$ cat config.mk
export PLATFORM = sky130hd
export DESIGN_NAME = ecm_channel_maint
export DESIGN_NICKNAME = d
export VERILOG_FILES = /design/src/rtl/ecm_pkg.sv /design/src/rtl/ecm_gain_rom.sv /design/src/rtl/ecm_channel_maint.sv
export SDC_FILE = /design/constraint.sdc
export NUM_CORES = 2
export LEC_CHECK = 0
export BUFFER_PORTS_ARGS = -buffer_cell sky130_fd_sc_hd__buf_2
export CORE_MARGIN = 3
export CORE_UTILIZATION = 49
export CTS_CLUSTER_DIAMETER = 120
export CTS_CLUSTER_SIZE = 10
export DETAILED_ROUTE_END_ITERATION = 10
export GPL_TIMING_DRIVEN = 0
export PLACE_DENSITY_LB_ADDON = 0.15
export SLEW_MARGIN = 20
export SYNTH_ARGS = -nofsm -noshare
export SYNTH_HDL_FRONTEND = slang
export SYNTH_SLANG_ARGS = --single-unit
$ cat constraint.sdc
create_clock -name clk -period 12.8 [get_ports clk]
set_input_delay 0.64 -clock clk [delete_from_list [all_inputs] [get_ports clk]]
set_output_delay 0.64 -clock clk [all_outputs]
set_load 0.05 [all_outputs]
$ cat src/rtl/ecm_pkg.sv
// shared constants and carriers of the per-channel maintenance block
// assumes a 200 MHz core clock and 32-channel frames of 8-bit words
package ecm_pkg;
	// core clock and tick timing
	localparam int CLK_MHZ     = 200;
	localparam int TICK_US     = 1000;
	localparam int TICK_CYCLES = TICK_US * CLK_MHZ;
	// frame alignment error indicator
	localparam logic [6:0] FAS_PATTERN = 7'h1b;
	localparam int ERR_FLAG_BIT = 5;
	localparam int ERR_GUARD_MS = 128;
	localparam int ERR_GUARD_TICKS = ERR_GUARD_MS * 1000 / TICK_US;
	// signalling hold-over and debounce
	localparam int HOLD_MS     = 6;
	localparam int HOLD_TICKS  = HOLD_MS * 1000 / TICK_US;
	localparam int MF_US       = 2000;
	localparam int DEB_MIN_US  = 6000;
	localparam int DEB_SIGHT   = (DEB_MIN_US + MF_US - 1) / MF_US;
	// channel numbers
	localparam logic [4:0] CH_CAS    = 5'h10;
	localparam logic [4:0] CH_DEBCTL = 5'h0f;
	localparam logic [4:0] CH_FAS_IN = 5'h10;
	localparam logic [4:0] CH_NFAS_IN = 5'h11;
	localparam logic [4:0] CH_MASTER_STATUS_ONE   = 5'h12;
	localparam logic [4:0] CH_PSW    = 5'h13;
	localparam logic [4:0] CH_CRC    = 5'h14;
	localparam logic [4:0] CH_MASTER_STATUS_TWO   = 5'h15;
	// register offsets and fields
	localparam logic [3:0] REG_CTRL  = 4'h0;
	localparam logic [3:0] REG_STAT  = 4'h1;
	localparam logic [3:0] REG_IRQST = 4'h2;
	localparam logic [3:0] REG_IRQMS = 4'h3;
	localparam int IRQ_ERR  = 0;
	localparam int IRQ_LOSS = 1;
	localparam int IRQ_SIG  = 2;
	localparam logic [3:0] SIG_IDLE = 4'hf;
	// received timeslot from the framer
	typedef struct packed {
		logic       valid;
		logic [4:0] num;
		logic [7:0] data;
		logic [3:0] frame;
		logic       align;
	} ecm_rxslot_s;
	// transmit timeslot towards the line coder
	typedef struct packed {
		logic       valid;
		logic [4:0] num;
		logic [7:0] data;
	} ecm_txslot_s;
	// status words made by neighbouring blocks
	typedef struct packed {
		logic [7:0] master_status_one;
		logic [7:0] phase_status_word;
		logic [7:0] crc;
		logic [7:0] master_status_two;
	} ecm_stat_s;
endpackage

$ cat src/rtl/ecm_gain_rom.sv
// digital attenuation of one companded 8-bit sample
// purely combinational; the caller registers the result
`timescale 1ns/1ps
module ecm_gain_rom (
	input  wire logic [7:0] sampleIn,
	input  wire logic [2:0] gainCode,
	output logic      [7:0] sampleOut
);
	// q8 gain factor: 0 dB down to -6 dB, code 7 is +1 dB
	function automatic logic [8:0] gainQ8(input logic [2:0] c);
		case (c)
			3'h0: gainQ8 = 9'h100;
			3'h1: gainQ8 = 9'h0e4;
			3'h2: gainQ8 = 9'h0cb;
			3'h3: gainQ8 = 9'h0b5;
			3'h4: gainQ8 = 9'h0a1;
			3'h5: gainQ8 = 9'h090;
			3'h6: gainQ8 = 9'h080;
			default: gainQ8 = 9'h11f;
		endcase
	endfunction

	logic [7:0]  x;
	logic [14:0] mag;
	logic [23:0] prod;
	logic [14:0] scl;
	logic [2:0]  ex;

	// expand, scale, saturate and compress again
	always_comb begin
		x    = sampleIn ^ 8'h55;
		mag  = (x[6:4] == 3'h0) ? {7'h00, x[3:0], 4'h8} :
			15'(({11'h000, x[3:0], 4'h8} + 15'h0100) << (x[6:4] - 3'h1));
		prod = mag * gainQ8(gainCode);
		scl  = (prod[23:8] > 16'h7dff) ? 15'h7dff : prod[22:8];
		ex   = 3'h0;
		for (int i = 1; i < 8; i++) begin
			if (scl >= (15'h0080 << i))
				ex = 3'(i);
		end
		if (gainCode == 3'h0)
			sampleOut = sampleIn; // unity keeps the sample bit-exact
		else if (ex == 3'h0)
			sampleOut = {x[7], 3'h0, scl[7:4]} ^ 8'h55;
		else
			sampleOut = {x[7], ex, 4'(scl >> (ex + 3'h3))} ^ 8'h55;
	end
endmodule // ecm_gain_rom

$ cat src/rtl/ecm_channel_maint.sv
// per-channel maintenance: error toggle, attenuation, signalling ram,
// serial backplane streams. assumes framer logic on clk and a sampled
// backplane bit clock with an active-low frame pulse.
//
// Decided for this implementation: the address-and-strobe port and the register offsets.
`timescale 1ns/1ps
// What this block does
// - toggle error flag per sixteen errored FAS
// - error flag toggles at most once per 128 ms
// - compare alignment word against 0011011
// - attenuate every tx and rx sample except channels 0 and 16
// - control channel n governs data n+1
// - signalling ram, valid when synced and during hold-over
// - hold signalling 6 ms after sync loss, unless all four debounce-disable bits are set
// - debounce delays changes 6 to 8 ms
// - debounce per bit from control ch15
// - drive status stream in unused channels
// - status words in fixed consecutive order
// - device fills the signalling slot
// - phase, crc, status two on 19-21
// - disable bit one turns debounce off
module ecm_channel_maint
	import ecm_pkg::*;
#(
	parameter int TICK_LEN = ecm_pkg::TICK_CYCLES
) (
	input  wire logic              clk,
	input  wire logic              nrst,
	input  wire logic              busClk,
	input  wire logic              busFrame_n,
	input  wire logic              controlInStreamA,
	input  wire logic              controlInStreamB,
	input  wire logic              dataInStream,
	output logic                   statusOutStream,
	output logic                   dataOutStream,
	input  wire ecm_pkg::ecm_rxslot_s rxSlot,
	input  wire logic              frameSync,
	input  wire ecm_pkg::ecm_stat_s statWords,
	output ecm_pkg::ecm_txslot_s   txSlot,
	input  wire logic [3:0]        regAddr,
	input  wire logic [7:0]        regWrData,
	input  wire logic              regWr,
	input  wire logic              regRd,
	output logic      [7:0]        regRdData,
	output logic                   irq
);
	import ecm_pkg::*;

	typedef struct packed {
		logic [4:0]            pinS1;
		logic [4:0]            pinS2;
		logic                  clkPrev;
		logic [7:0]            pos;
		logic [7:0]            shA;
		logic [7:0]            shB;
		logic [7:0]            shD;
		logic [7:0]            outS;
		logic [7:0]            outD;
		logic [31:0][7:0]      ctrlA;
		logic [15:0][7:0]      casTx;
		logic [7:0]            fasWord;
		logic [7:0]            nfasWord;
		logic [3:0]            txFrame;
		ecm_txslot_s           tx;
		logic [31:0][7:0]      rxBuf;
		logic [31:0][3:0]      sig;
		logic [31:0][3:0]      cand;
		logic [31:0][3:0][1:0] deb;
		logic [3:0]            errCnt;
		logic                  errPend;
		logic                  errFlag;
		logic                  guardBusy;
		logic [7:0]            guardMs;
		logic [19:0]           msCnt;
		logic [2:0]            holdMs;
		logic                  holdActive;
		logic                  sigValid;
		logic                  syncPrev;
		logic                  ccsSel;
		logic [2:0]            irqSt;
		logic [2:0]            irqMask;
		logic                  irq;
		logic [7:0]            rdData;
	} ecm_state_s;

	ecm_state_s st_ff;
	ecm_state_s nxt_st;

	logic [7:0] txGainIn;
	logic [7:0] txGainOut;
	logic [7:0] rxGainOut;
	logic [4:0] txCh;
	logic       loadNow;
	logic [4:0] loadCh;
	logic       sigEvt;

	// signalling nibble shown on the stream; idle ones when not valid
	function automatic logic [3:0] sigOut(input ecm_state_s s,
		input logic [4:0] c);
		sigOut = s.sigValid ? s.sig[c] : SIG_IDLE;
	endfunction

	// byte of the status stream for one channel
	function automatic logic [7:0] statusByte(input ecm_state_s s,
		input logic [4:0] c, input ecm_stat_s w);
		logic [7:0] m1;
		m1 = w.master_status_one;
		m1[ERR_FLAG_BIT] = s.errFlag;
		if (c < CH_CAS)
			statusByte = {sigOut(s, c), sigOut(s, c + CH_CAS)};
		else if (c == CH_MASTER_STATUS_ONE)
			statusByte = m1;
		else if (c == CH_PSW)
			statusByte = w.phase_status_word;
		else if (c == CH_CRC)
			statusByte = w.crc;
		else if (c == CH_MASTER_STATUS_TWO)
			statusByte = w.master_status_two;
		else
			statusByte = 8'h00; // unused channels still driven
	endfunction

	// input byte completing on this edge and its channel
	assign txGainIn = {st_ff.shD[6:0], st_ff.pinS2[0]};
	assign txCh     = st_ff.pos[7:3];
	assign sigEvt   = rxSlot.valid && rxSlot.num == CH_CAS &&
		rxSlot.frame != 4'h0 && frameSync && st_ff.sigValid;

	// tx gain from the previous channel's control word
	ecm_gain_rom u_txGain (
		.sampleIn  (txGainIn),
		.gainCode  (st_ff.ctrlA[5'(txCh - 5'h01)][2:0]),
		.sampleOut (txGainOut)
	);

	// rx gain likewise from the control word one channel lower
	ecm_gain_rom u_rxGain (
		.sampleIn  (rxSlot.data),
		.gainCode  (st_ff.ctrlA[5'(rxSlot.num - 5'h01)][5:3]),
		.sampleOut (rxGainOut)
	);

	// all next-state logic
	always_comb begin
		logic       edgeNow;
		logic       tick;
		logic [7:0] p;
		logic [7:0] q;
		logic [7:0] bA;
		logic [7:0] bB;
		logic [4:0] c;
		logic [4:0] sc;
		logic [3:0] nib;
		logic [2:0] evt;
		edgeNow = 1'b0;
		tick    = 1'b0;
		p       = 8'h00;
		q       = 8'h00;
		bA      = 8'h00;
		bB      = 8'h00;
		c       = 5'h00;
		sc      = 5'h00;
		nib     = 4'h0;
		evt     = 3'h0;
		nxt_st  = st_ff;
		loadNow = 1'b0;
		loadCh  = 5'h00;
		nxt_st.tx.valid = 1'b0;

		// second stage only reads the first; edges use the second
		nxt_st.pinS1 = {busClk, busFrame_n, controlInStreamA,
			controlInStreamB, dataInStream};
		nxt_st.pinS2 = st_ff.pinS1;
		nxt_st.clkPrev = st_ff.pinS2[4];
		edgeNow = st_ff.pinS2[4] && !st_ff.clkPrev;

		// millisecond tick paces the guard and hold-over timers
		tick = (st_ff.msCnt == 20'(TICK_LEN - 1));
		nxt_st.msCnt = tick ? 20'h00000 : 20'(st_ff.msCnt + 20'h00001);

		// backplane bit: frame pulse marks bit 7 of channel 0
		if (edgeNow) begin
			p = st_ff.pinS2[3] ? st_ff.pos : 8'h00;
			bA = {st_ff.shA[6:0], st_ff.pinS2[2]};
			bB = {st_ff.shB[6:0], st_ff.pinS2[1]};
			nxt_st.shA = bA;
			nxt_st.shB = bB;
			nxt_st.shD = txGainIn;
			if (p[2:0] == 3'h7) begin
				c = p[7:3];
				nxt_st.ctrlA[c] = bA;
				if (c < CH_CAS)
					nxt_st.casTx[c[3:0]] = bB;
				else if (c == CH_FAS_IN)
					nxt_st.fasWord = bB;
				else if (c == CH_NFAS_IN)
					nxt_st.nfasWord = bB;
				nxt_st.tx.valid = 1'b1;
				nxt_st.tx.num = c;
				if (c == 5'h00)
					nxt_st.tx.data = st_ff.txFrame[0] ? st_ff.nfasWord :
						st_ff.fasWord;
				else if (c == CH_CAS && !st_ff.ccsSel)
					nxt_st.tx.data = st_ff.casTx[st_ff.txFrame];
				else if (c == CH_CAS)
					nxt_st.tx.data = txGainIn; // ccs rides a data channel
				else
					nxt_st.tx.data = txGainOut;
				if (c == 5'h1f)
					nxt_st.txFrame = 4'(st_ff.txFrame + 4'h1);
			end
			// outputs lead the sampled position by one bit
			q = 8'(p + 8'h01);
			nxt_st.pos = q;
			if (q[2:0] == 3'h0) begin
				loadNow = 1'b1;
				loadCh = q[7:3];
				nxt_st.outS = statusByte(st_ff, q[7:3], statWords);
				nxt_st.outD = st_ff.rxBuf[q[7:3]];
			end else begin
				nxt_st.outS = {st_ff.outS[6:0], 1'b0};
				nxt_st.outD = {st_ff.outD[6:0], 1'b0};
			end
		end

		// received timeslots from the framer
		if (rxSlot.valid) begin
			if (rxSlot.num == 5'h00 || rxSlot.num == CH_CAS)
				nxt_st.rxBuf[rxSlot.num] = rxSlot.data;
			else
				nxt_st.rxBuf[rxSlot.num] = rxGainOut;
			if (rxSlot.num == 5'h00 && rxSlot.align && frameSync &&
				rxSlot.data[6:0] != FAS_PATTERN) begin
				nxt_st.errCnt = 4'(st_ff.errCnt + 4'h1);
				if (st_ff.errCnt == 4'hf)
					nxt_st.errPend = 1'b1;
			end
		end

		// signalling ram with per-bit debounce, two channels per slot
		if (sigEvt) begin
			for (int k = 0; k < 2; k++) begin
				sc  = (k == 0) ? {1'b0, rxSlot.frame} :
					{1'b1, rxSlot.frame};
				nib = (k == 0) ? rxSlot.data[7:4] : rxSlot.data[3:0];
				for (int b = 0; b < 4; b++) begin
					// nibble bit 3 is A, steered by control bit 0
					if (st_ff.ctrlA[CH_DEBCTL][3 - b]) begin
						nxt_st.sig[sc][b]  = nib[b];
						nxt_st.cand[sc][b] = nib[b];
						nxt_st.deb[sc][b]  = 2'h0;
					end else if (nib[b] != st_ff.cand[sc][b]) begin
						nxt_st.cand[sc][b] = nib[b];
						nxt_st.deb[sc][b]  = 2'h0;
					end else if (st_ff.cand[sc][b] != st_ff.sig[sc][b])
						begin
						if (st_ff.deb[sc][b] == 2'(DEB_SIGHT - 1)) begin
							nxt_st.sig[sc][b] = st_ff.cand[sc][b];
							nxt_st.deb[sc][b] = 2'h0;
						end else
							nxt_st.deb[sc][b] = 2'(st_ff.deb[sc][b] + 2'h1);
					end
					if (nxt_st.sig[sc][b] != st_ff.sig[sc][b])
						evt[IRQ_SIG] = 1'b1;
				end
			end
		end

		// error flag waits for the guard interval to run out
		if (tick && st_ff.guardBusy) begin
			nxt_st.guardMs = 8'(st_ff.guardMs + 8'h01);
			if (st_ff.guardMs == 8'(ERR_GUARD_TICKS - 1))
				nxt_st.guardBusy = 1'b0;
		end
		if (st_ff.errPend && !st_ff.guardBusy) begin
			nxt_st.errFlag   = !st_ff.errFlag;
			nxt_st.errPend   = 1'b0;
			nxt_st.guardBusy = 1'b1;
			nxt_st.guardMs   = 8'h00;
			evt[IRQ_ERR]     = 1'b1;
		end

		// sync tracking and signalling hold-over
		nxt_st.syncPrev = frameSync;
		if (frameSync && !st_ff.syncPrev) begin
			nxt_st.sigValid   = 1'b1;
			nxt_st.holdActive = 1'b0;
		end else if (!frameSync && st_ff.syncPrev) begin
			evt[IRQ_LOSS] = 1'b1;
			if (st_ff.ctrlA[CH_DEBCTL][3:0] != 4'hf) begin
				nxt_st.holdActive = 1'b1;
				nxt_st.holdMs     = 3'h0;
			end else
				nxt_st.sigValid = 1'b0;
		end else if (st_ff.holdActive && tick) begin
			nxt_st.holdMs = 3'(st_ff.holdMs + 3'h1);
			if (st_ff.holdMs == 3'(HOLD_TICKS - 1)) begin
				nxt_st.holdActive = 1'b0;
				nxt_st.sigValid   = 1'b0;
			end
		end

		// register port; a set in the clearing cycle survives
		nxt_st.rdData = 8'h00;
		if (regWr) begin
			case (regAddr)
				REG_CTRL:  nxt_st.ccsSel = regWrData[0];
				REG_IRQST: nxt_st.irqSt = st_ff.irqSt & ~regWrData[2:0];
				REG_IRQMS: nxt_st.irqMask = regWrData[2:0];
				default:   nxt_st.ccsSel = st_ff.ccsSel;
			endcase
		end
		nxt_st.irqSt = nxt_st.irqSt | evt;
		if (regRd) begin
			case (regAddr)
				REG_CTRL:  nxt_st.rdData = {7'h00, st_ff.ccsSel};
				REG_STAT:  nxt_st.rdData = {4'h0, st_ff.sigValid,
					st_ff.holdActive, st_ff.errFlag, frameSync};
				REG_IRQST: nxt_st.rdData = {5'h00, st_ff.irqSt};
				REG_IRQMS: nxt_st.rdData = {5'h00, st_ff.irqMask};
				default:   nxt_st.rdData = 8'h00;
			endcase
		end
		nxt_st.irq = |(nxt_st.irqSt & nxt_st.irqMask);
	end

	// single state register; reset clears everything
	always_ff @(posedge clk or negedge nrst) begin
		if (!nrst)
			st_ff <= '0;
		else
			st_ff <= nxt_st;
	end

	assign statusOutStream = st_ff.outS[7];
	assign dataOutStream   = st_ff.outD[7];
	assign txSlot          = st_ff.tx;
	assign regRdData       = st_ff.rdData;
	assign irq             = st_ff.irq;
endmodule // ecm_channel_maint

==> After elaboration in Yosys (flattened, before gate mapping) <==
Index checks and enable logic that the tools add are counted.
{ "classes": {"n_lt_le_gt_ge": 33, "bitwise_logic": 29, "n_addsub": 23, "mul": 2, "eq_ne": 65, "muxes": 256, "reduce_logical": 58, "n_shift": 4} }
{ "ops": {"columns": ["operator", "n"], "rows": [
  ["two-way mux 512 bit", 16],
  ["two-way mux 256 bit", 25],
  ["two-way mux 128 bit", 32],
  ["bitwise mux 128 bit", 25],
  ["bitwise mux 256 bit", 11],
  ["AND 256 bit", 8],
  ["NOT 128 -> 256 bit", 4],
  ["NOT 256 bit", 4],
  ["demux 8 bit (select 4 bit)", 9],
  ["binary-select mux 4 bit (select 4 bit)", 12],
  ["two-way mux 8 bit", 18],
  ["demux 4 bit (select 4 bit)", 8],
  ["one-hot mux 9 bit (7 select lines)", 2],
  ["binary-select mux 8 bit (select 5 bit)", 3],
  ["binary-select mux 8 bit (select 4 bit)", 3],
  ["demux 8 bit (select 5 bit)", 2],
  ["two-way mux 4 bit", 16],
  ["two-way mux 15 bit", 4],
  ["multiplier 15 x 9 -> 24 bit", 2],
  ["two-way mux 3 bit", 15],
  ["< comparator 5 x 6 -> 1 bit (second input constant)", 7],
  ["binary-select mux 4 bit (select 5 bit)", 2],
  ["equality test 5 bit (second input constant)", 8],
  ["<< shifter 19 x 3 -> 15 bit", 2],
  ["other kinds (70)", 232]
]} }
{ "word_totals": {"out_inout_bits": 25, "elab_cells": 772, "input_bits": 73, "reg_bits": 1299} }

==> Logic depth before layout (Yosys ltp) <==
{ "logic_depth": {"depth_word": 61, "mapped_depth": 46, "mapped_depth_nobuf": 37} }

==> Modules after synthesis <==
Synthesis repeated with hierarchy kept, for this count alone.
{ "unflattened": {"hier_cells": 7643, "hier_area_um2": 76036.7} }
{ "modules_own_cells": {"columns": ["module", "n_inst", "area_each_um2", "cells_each", "seq_area_each_um2"], "rows": [
  ["ecm_channel_maint", 1, 67320.8, 6531, 30754.5],
  ["ecm_gain_rom (u_txGain)", 1, 4389.2, 557, 0.0],
  ["ecm_gain_rom (u_rxGain)", 1, 4326.6, 555, 0.0]
]} }

==> Least setup slack after synthesis <==
OpenSTA, ideal clock, no wires.
{ "synth_timing": {"path_kind": "input port to flip-flop", "from": "in rxSlot[13] in the netlist's numbering", "to": "reg st_ff[602] in the netlist's numbering", "setup_time_ns": 0.119, "slack_ns": 2.283, "path_buffers": 9, "path_stages": 39, "required_time_ns": 12.681, "t_arrival_ns": 10.398, "path_cell_list": "buf_6 -> buf_6 -> inv_1 -> ha_1 -> clkbuf_1 -> buf_2 -> mux4_2 -> mux4_1 -> mux2i_1 -> nand2_1 -> or2_2 -> clkbuf_1 -> clkbuf_1 -> and2_1 -> or2_2 -> fa_1 -> fa_1 -> inv_1 -> [... 3 more ...] -> a21o_1 -> a21o_1 -> a21oi_1 -> o21ai_0 -> a221o_1 -> a221o_2 -> xnor2_4 -> o221ai_4 -> buf_6 -> inv_2 -> ha_1 -> ha_1 -> buf_1 -> mux4_2 -> or4_1 -> o311ai_1 -> buf_6 -> o21ai_2"} }
{ "synth_via": {"elab_chain_cells": 22, "elab_cells_between_ends": 44, "classes_between": "add/sub (2); mul (1); order compare (10); eq/ne (7); shift (1); mux (18); reduce/logical (5)"} }
{ "synth_rtl": {"columns": ["item", "line_no", "source"], "rows": [
  ["start, declared", "ecm_channel_maint.sv:36", "input wire ecm_pkg::ecm_rxslot_s rxSlot,"],
  ["subtractor 5 x 1 -> 5 bit", "ecm_channel_maint.sv:139", ".gainCode (st_ff.ctrlA[5'(rxSlot.num - 5'h01)][5:3]),"],
  ["binary-select mux 8 bit (select 5 bit)", "ecm_channel_maint.sv:139", null],
  ["two-way mux 6 bit (implied by the code)", "ecm_channel_maint.sv:139", null],
  ["equality test 3 bit (tied with other cells)", "ecm_gain_rom.sv:11", "case (c)"],
  ["one-hot mux 9 bit (7 select lines)", "ecm_gain_rom.sv:11", null],
  ["multiplier 15 x 9 -> 24 bit", "ecm_gain_rom.sv:34", "prod = mag * gainQ8(gainCode);"],
  ["greater-than comparator 16 x 15 -> 1 bit", "ecm_gain_rom.sv:35", "scl = (prod[23:8] > 16'h7dff) ? 15'h7dff : prod[22:8];"],
  ["two-way mux 15 bit", "ecm_gain_rom.sv:35", null],
  ["[... 2 more ...]", null, null],
  ["two-way mux 2 bit (2 in series)", "ecm_gain_rom.sv:38", "if (scl >= (15'h0080 << i))"],
  ["two-way mux 3 bit (4 in series)", "ecm_gain_rom.sv:38", null],
  ["adder 3 x 2 -> 3 bit", "ecm_gain_rom.sv:46", "sampleOut = {x[7], ex, 4'(scl >> (ex + 3'h3))} ^ 8'h55;"],
  [">> shifter 15 x 3 -> 4 bit", "ecm_gain_rom.sv:46", null],
  ["two-way mux 7 bit", "ecm_gain_rom.sv:43", "else if (ex == 3'h0)"],
  ["two-way mux 7 bit", "ecm_gain_rom.sv:41", "if (gainCode == 3'h0)"],
  ["bitwise mux 256 bit", "ecm_channel_maint.sv:231", "nxt_st.rxBuf[rxSlot.num] = rxGainOut;"],
  ["two-way mux 256 bit (*)", "ecm_channel_maint.sv:228", "if (rxSlot.num == 5'h00 || rxSlot.num == CH_CAS)"],
  ["end signal, assigned", "ecm_channel_maint.sv:332", "st_ff <= nxt_st;"],
  ["end, declared", "ecm_channel_maint.sv:86", "ecm_state_s st_ff;"]
]} }
Every way passes the cells marked *; elsewhere a longest branch is shown, timed or not. The select of a mux whose other input is x is not followed.
A chain may end at the register's enable or synchronous reset.

==> Final worst setup path <==
{ "layout_timing": {"from": "in rxSlot[13] in the netlist's numbering", "to": "reg st_ff[713] in the netlist's numbering"} }
{ "layout_via": {"elab_chain_cells": 23, "elab_cells_between_ends": 46, "classes_between": "add/sub (2); mul (1); order compare (10); eq/ne (7); shift (1); mux (18); bitwise (2); reduce/logical (5)"} }
{ "layout_rtl": {"columns": ["item", "line_no"], "rows": [
  ["subtractor 5 x 1 -> 5 bit", "ecm_channel_maint.sv:139"],
  ["binary-select mux 8 bit (select 5 bit)", "ecm_channel_maint.sv:139"],
  ["two-way mux 6 bit (implied by the code)", "ecm_channel_maint.sv:139"],
  ["equality test 3 bit (tied with other cells)", "ecm_gain_rom.sv:11"],
  ["one-hot mux 9 bit (7 select lines)", "ecm_gain_rom.sv:11"],
  ["multiplier 15 x 9 -> 24 bit", "ecm_gain_rom.sv:34"],
  ["greater-than comparator 16 x 15 -> 1 bit", "ecm_gain_rom.sv:35"],
  ["two-way mux 15 bit", "ecm_gain_rom.sv:35"],
  ["[... 4 more ...]", null],
  ["two-way mux 3 bit (4 in series)", "ecm_gain_rom.sv:38"],
  ["adder 3 x 2 -> 3 bit", "ecm_gain_rom.sv:46"],
  [">> shifter 15 x 3 -> 4 bit", "ecm_gain_rom.sv:46"],
  ["NOT 4 bit (no line)", null],
  ["two-way mux 7 bit", "ecm_gain_rom.sv:43"],
  ["two-way mux 7 bit", "ecm_gain_rom.sv:41"],
  ["bitwise mux 256 bit", "ecm_channel_maint.sv:231"],
  ["two-way mux 256 bit (*)", "ecm_channel_maint.sv:228"]
]} }
Marked as above.

==> results_dict.tcl <==
set metrics [dict create \
    io_buffers 80 \
    antenna_found_initial 15 \
    post-route-min-period_ps 12120 \
    initial_core_util_pct 49.39 \
    grt_pass1_vias 57320 \
    fmax_mhz 82.52 \
    worstPathMaxFanout 10 \
    die_h_um 386.8 \
    vias 58990 \
    cpMaxStageDelayCell "nor3b_1" \
    ios 98 \
    finalHoldViolCount 0 \
    synth_warnings 0 \
    rsz0062_at_grt "no" \
    synth_cells 6938 \
    clock_latency_ps 820 \
    crit_arrival_ps 12810 \
    worstReg2RegEnd "txSlot[0]" \
    slew_viol_final 0 \
    drtPass1Iterations 8 \
    synth_area_mm2 0.07104 \
    critPathMaxStageDelay_ps 600 \
    hpwl_um 195000 \
    drt-initial-drc-count 7734 \
    die_area_mm2 0.1496 \
    hp-start "frameSync" \
    path_clk_slew_ps 60 \
    cellPowerDensity_mw_per_mm2 119.6 \
    place_ws_ps -827.4 \
    status "finished clean" \
    worstSetupStartpointType "input pin" \
    drive_above_1_share_pct 18.84 \
    path_class "in2reg" \
    final_core_util_pct 54.55 \
    core_mm2 0.1438 \
    yosysSeqAreaShare_pct 43.29 \
    ys_async_sr_fraction_pct 100.0 \
    r2r_cells 37 \
    synth-compound-area-share_pct 12.02 \
    holdPathStages 1 \
    hold-path-endpoint "st_ff[16]" \
    cts_tree "built" \
    drv_cap 0 \
    rows 139 \
    syn_to_final_growth_pct 10.45 \
    clockBufferDepth 3 \
    cts_made_buffers 141 \
    synth_edf_count 0 \
    setup_tns_ps 0 \
    grt_overflow 0 \
    setup_viol 0 \
    rr_startpoint "st_ff[1286]" \
    synth_top_family_by_area "multiplexers" \
    totalWireLength_um 269000 \
    synthMuxAreaShare_pct 18.77 \
    grt_max_degree 140 \
    synth_flop_cell "dfrtp_1" \
    wl_per_cell_um 29.50 \
    grt.total_usage_pct 35.54 \
    htreeDepth 4 \
    syn_avg_cell_area_um2 10.24 \
    hold_class "in2reg" \
    synth.distinct_cells 113 \
    post_cts_buffers 0 \
    die_w_um 386.8 \
    required_ps 13490 \
    cts.sinks 1229 \
    slew_headroom_pct 16.42 \
    synthAdderAreaFrac_pct 5.904 \
    cellLeakagePower_nw 35.42 \
    grt_pass1_wl_um 394000 \
    fin_crit_sh_pct 94.67 \
    p_total_mw 9.382 \
    yosys.area_share.simple_pct 13.85 \
    drc 0 \
    r2r_slack_ps 930 \
    peakVddDrop_mv 0.1250 \
    vias_per_cell 6.468 \
    end_kind "register" \
    cts_root_buffer "clkbuf_16" \
    gp_congestion 1.029 \
    synth-seq-cells 1229 \
    tightest_slew_ps 1244 \
    layout_setup_ws_ps 681.7 \
    fin_worst_skew_ps 56.31 \
    ant_nets 0 \
    yosys.area_share.xor_xnor_pct 1.432 \
    nNetsFinal 7512 \
]
-- synthesized netlist by cell type, types with 16 or more instances --
master    count  area, um^2
a211oi_1     30       225.2
a21o_1       30       225.2
a21oi_1     273        1366
a221o_1      19       190.2
a22oi_1      29       217.7
a311oi_1     57       499.2
a31oi_1      36       225.2
and2_1       61       381.6
and3_1       55       344.1
buf_1        55       206.5
buf_2        25       125.1
buf_4        26       195.2
buf_6        17       191.4
clkbuf_1    440        1652
dfrtp_1    1229       30750
fa_1        142        2843
ha_1        108        1351
inv_1       248       930.9
mux2_2      638        7184
mux2i_1      35       350.3
mux4_2      253        5698
nand2_1    1226        4602
nand2b_1     31       193.9
nand3_1     257        1286
nor2_1      410        1539
nor2b_1      38       237.7
nor3_1       78       390.4
o211ai_1     31       232.7
o21a_1       22       165.2
o21ai_0     430        2152
o21ai_1      27       135.1
o21ai_2      22       192.7
o22ai_1      50       312.8
o31ai_1     110       825.8
or3_1        16       100.1
xnor2_1      61       534.3
xor2_1       47       411.6
-- how the worst max path moves through the flow --
stage / startpoint / to / slack (ps) / depth (start not counted)
final: rxSlot[13] / st_ff[713] / 680 / 41
after global routing: rxSlot[13] / st_ff[721] / 50 / 42
after CTS: rxSlot[13] / st_ff[713] / 240 / 43
after detailed placement: rxSlot[13] / st_ff[713] / -830 / 42
after global placement: nrst / nxt_st[1293] / -16540 / 1
after floorplan: rxSlot[13] / st_ff[602] / 2280 / 39
-- area by class of cell --
class | instances | area (um^2)
fillers | 12740 | 65370
multi-input cells | 4895 | 37110
flip-flops and latches | 1229 | 30750
clock buffers | 141 | 3528
plain buffers | 563 | 2441
well taps | 1903 | 2381
inverters | 252 | 945.9
repair buffers | 107 | 852.1
clock inverters | 17 | 415.4
diodes | 13 | 32.53
-- layer usage --
metal | wire length (um) | GRT usage [%]
met3 | 30440 | 9.947
met4 | 12440 | 14.63
met1 | 111500 | 50.63
met5 | 46 | 0
met2 | 114600 | 51.23
-- cells by family (layout without fill, tap and decap cells) --
| family | Yosys count | in the layout |
|---|---|---|
| flops | 1229 | 1229 |
| xor+xnor | 111 | 111 |
| buf+inv | 817 | 1080 |
| simple gates | 2272 | 2272 |
| fa+ha+maj | 250 | 250 |
| compound gates | 1328 | 1328 |
| mux | 930 | 930 |
| other cells | 1 | 17 |
-- critical path: cells and delay by family --
family / cells / cell delay [ps]
buffers and inverters: 11 / 2560
and+or+nand+nor: 11 / 3160
AOI/OAI and AO/OA: 9 / 1990
muxes: 3 / 1330
adders and majority gates: 7 / 3090
-- metrics by stage --
step	area (um^2)	hold WS, ps	instances
6_report	78460	66.09	9120
5_1_grt	78440	69.05	9113
4_1_cts	78380	49.65	9109
3_5_place_dp	74370	336.3	8945
3_3_place_gp	73830	332.1	8924
2_1_floorplan	71050	331.2	6941
-- flip-flops by register name, summed over array words and instances (netlist names) --
| register | flops |
|---|---|
| dataOutStream | 1 |
| irq | 1 |
| nxt_st | 6 |
| regRdData | 4 |
| st_ff | 1202 |
| statusOutStream | 1 |
| txSlot | 14 |
-- layout by cell type (no fill, tap or decap), types with 31 or more instances in the layout --
| cell type | n |
|---|---|
| dfrtp_1 | 1229 |
| nand2_1 | 1226 |
| mux2_2 | 638 |
| o21ai_0 | 430 |
| clkbuf_1 | 424 |
| nor2_1 | 402 |
| a21oi_1 | 273 |
| nand3_1 | 257 |
| mux4_2 | 253 |
| inv_1 | 248 |
| fa_1 | 142 |
| clkbuf_16 | 141 |
| buf_2 | 111 |
| o31ai_1 | 108 |
| ha_1 | 108 |
| nor3_1 | 68 |
| and2_1 | 61 |
| xnor2_1 | 60 |
| a311oi_1 | 56 |
| and3_1 | 55 |
| o22ai_1 | 49 |
| xor2_1 | 47 |
| buf_1 | 42 |
| nor2b_1 | 38 |
| a31oi_1 | 35 |
| mux2i_1 | 34 |
| buf_4 | 32 |
| nand2b_1 | 31 |
| o211ai_1 | 31 |
-- timing repair --
action                                  in CTS  in global routing
pin swaps                                    0                  0
endpoints found under the setup margin      10                120
endpoints found under the hold margin       66                  0
gates resized for setup                      1                  8
hold buffers                                 6                  0
gates cloned                                 0                  0
-- where the power goes --
| group | total (mW) | switching, mW | internal, mW |
|---|---|---|---|
| Sequential | 4.21 | 0.131 | 4.08 |
| Clock | 3.69 | 1.70 | 1.99 |
| Combinational | 1.49 | 1.01 | 0.483 |
Note: power is estimated with default switching activity, not from simulation.
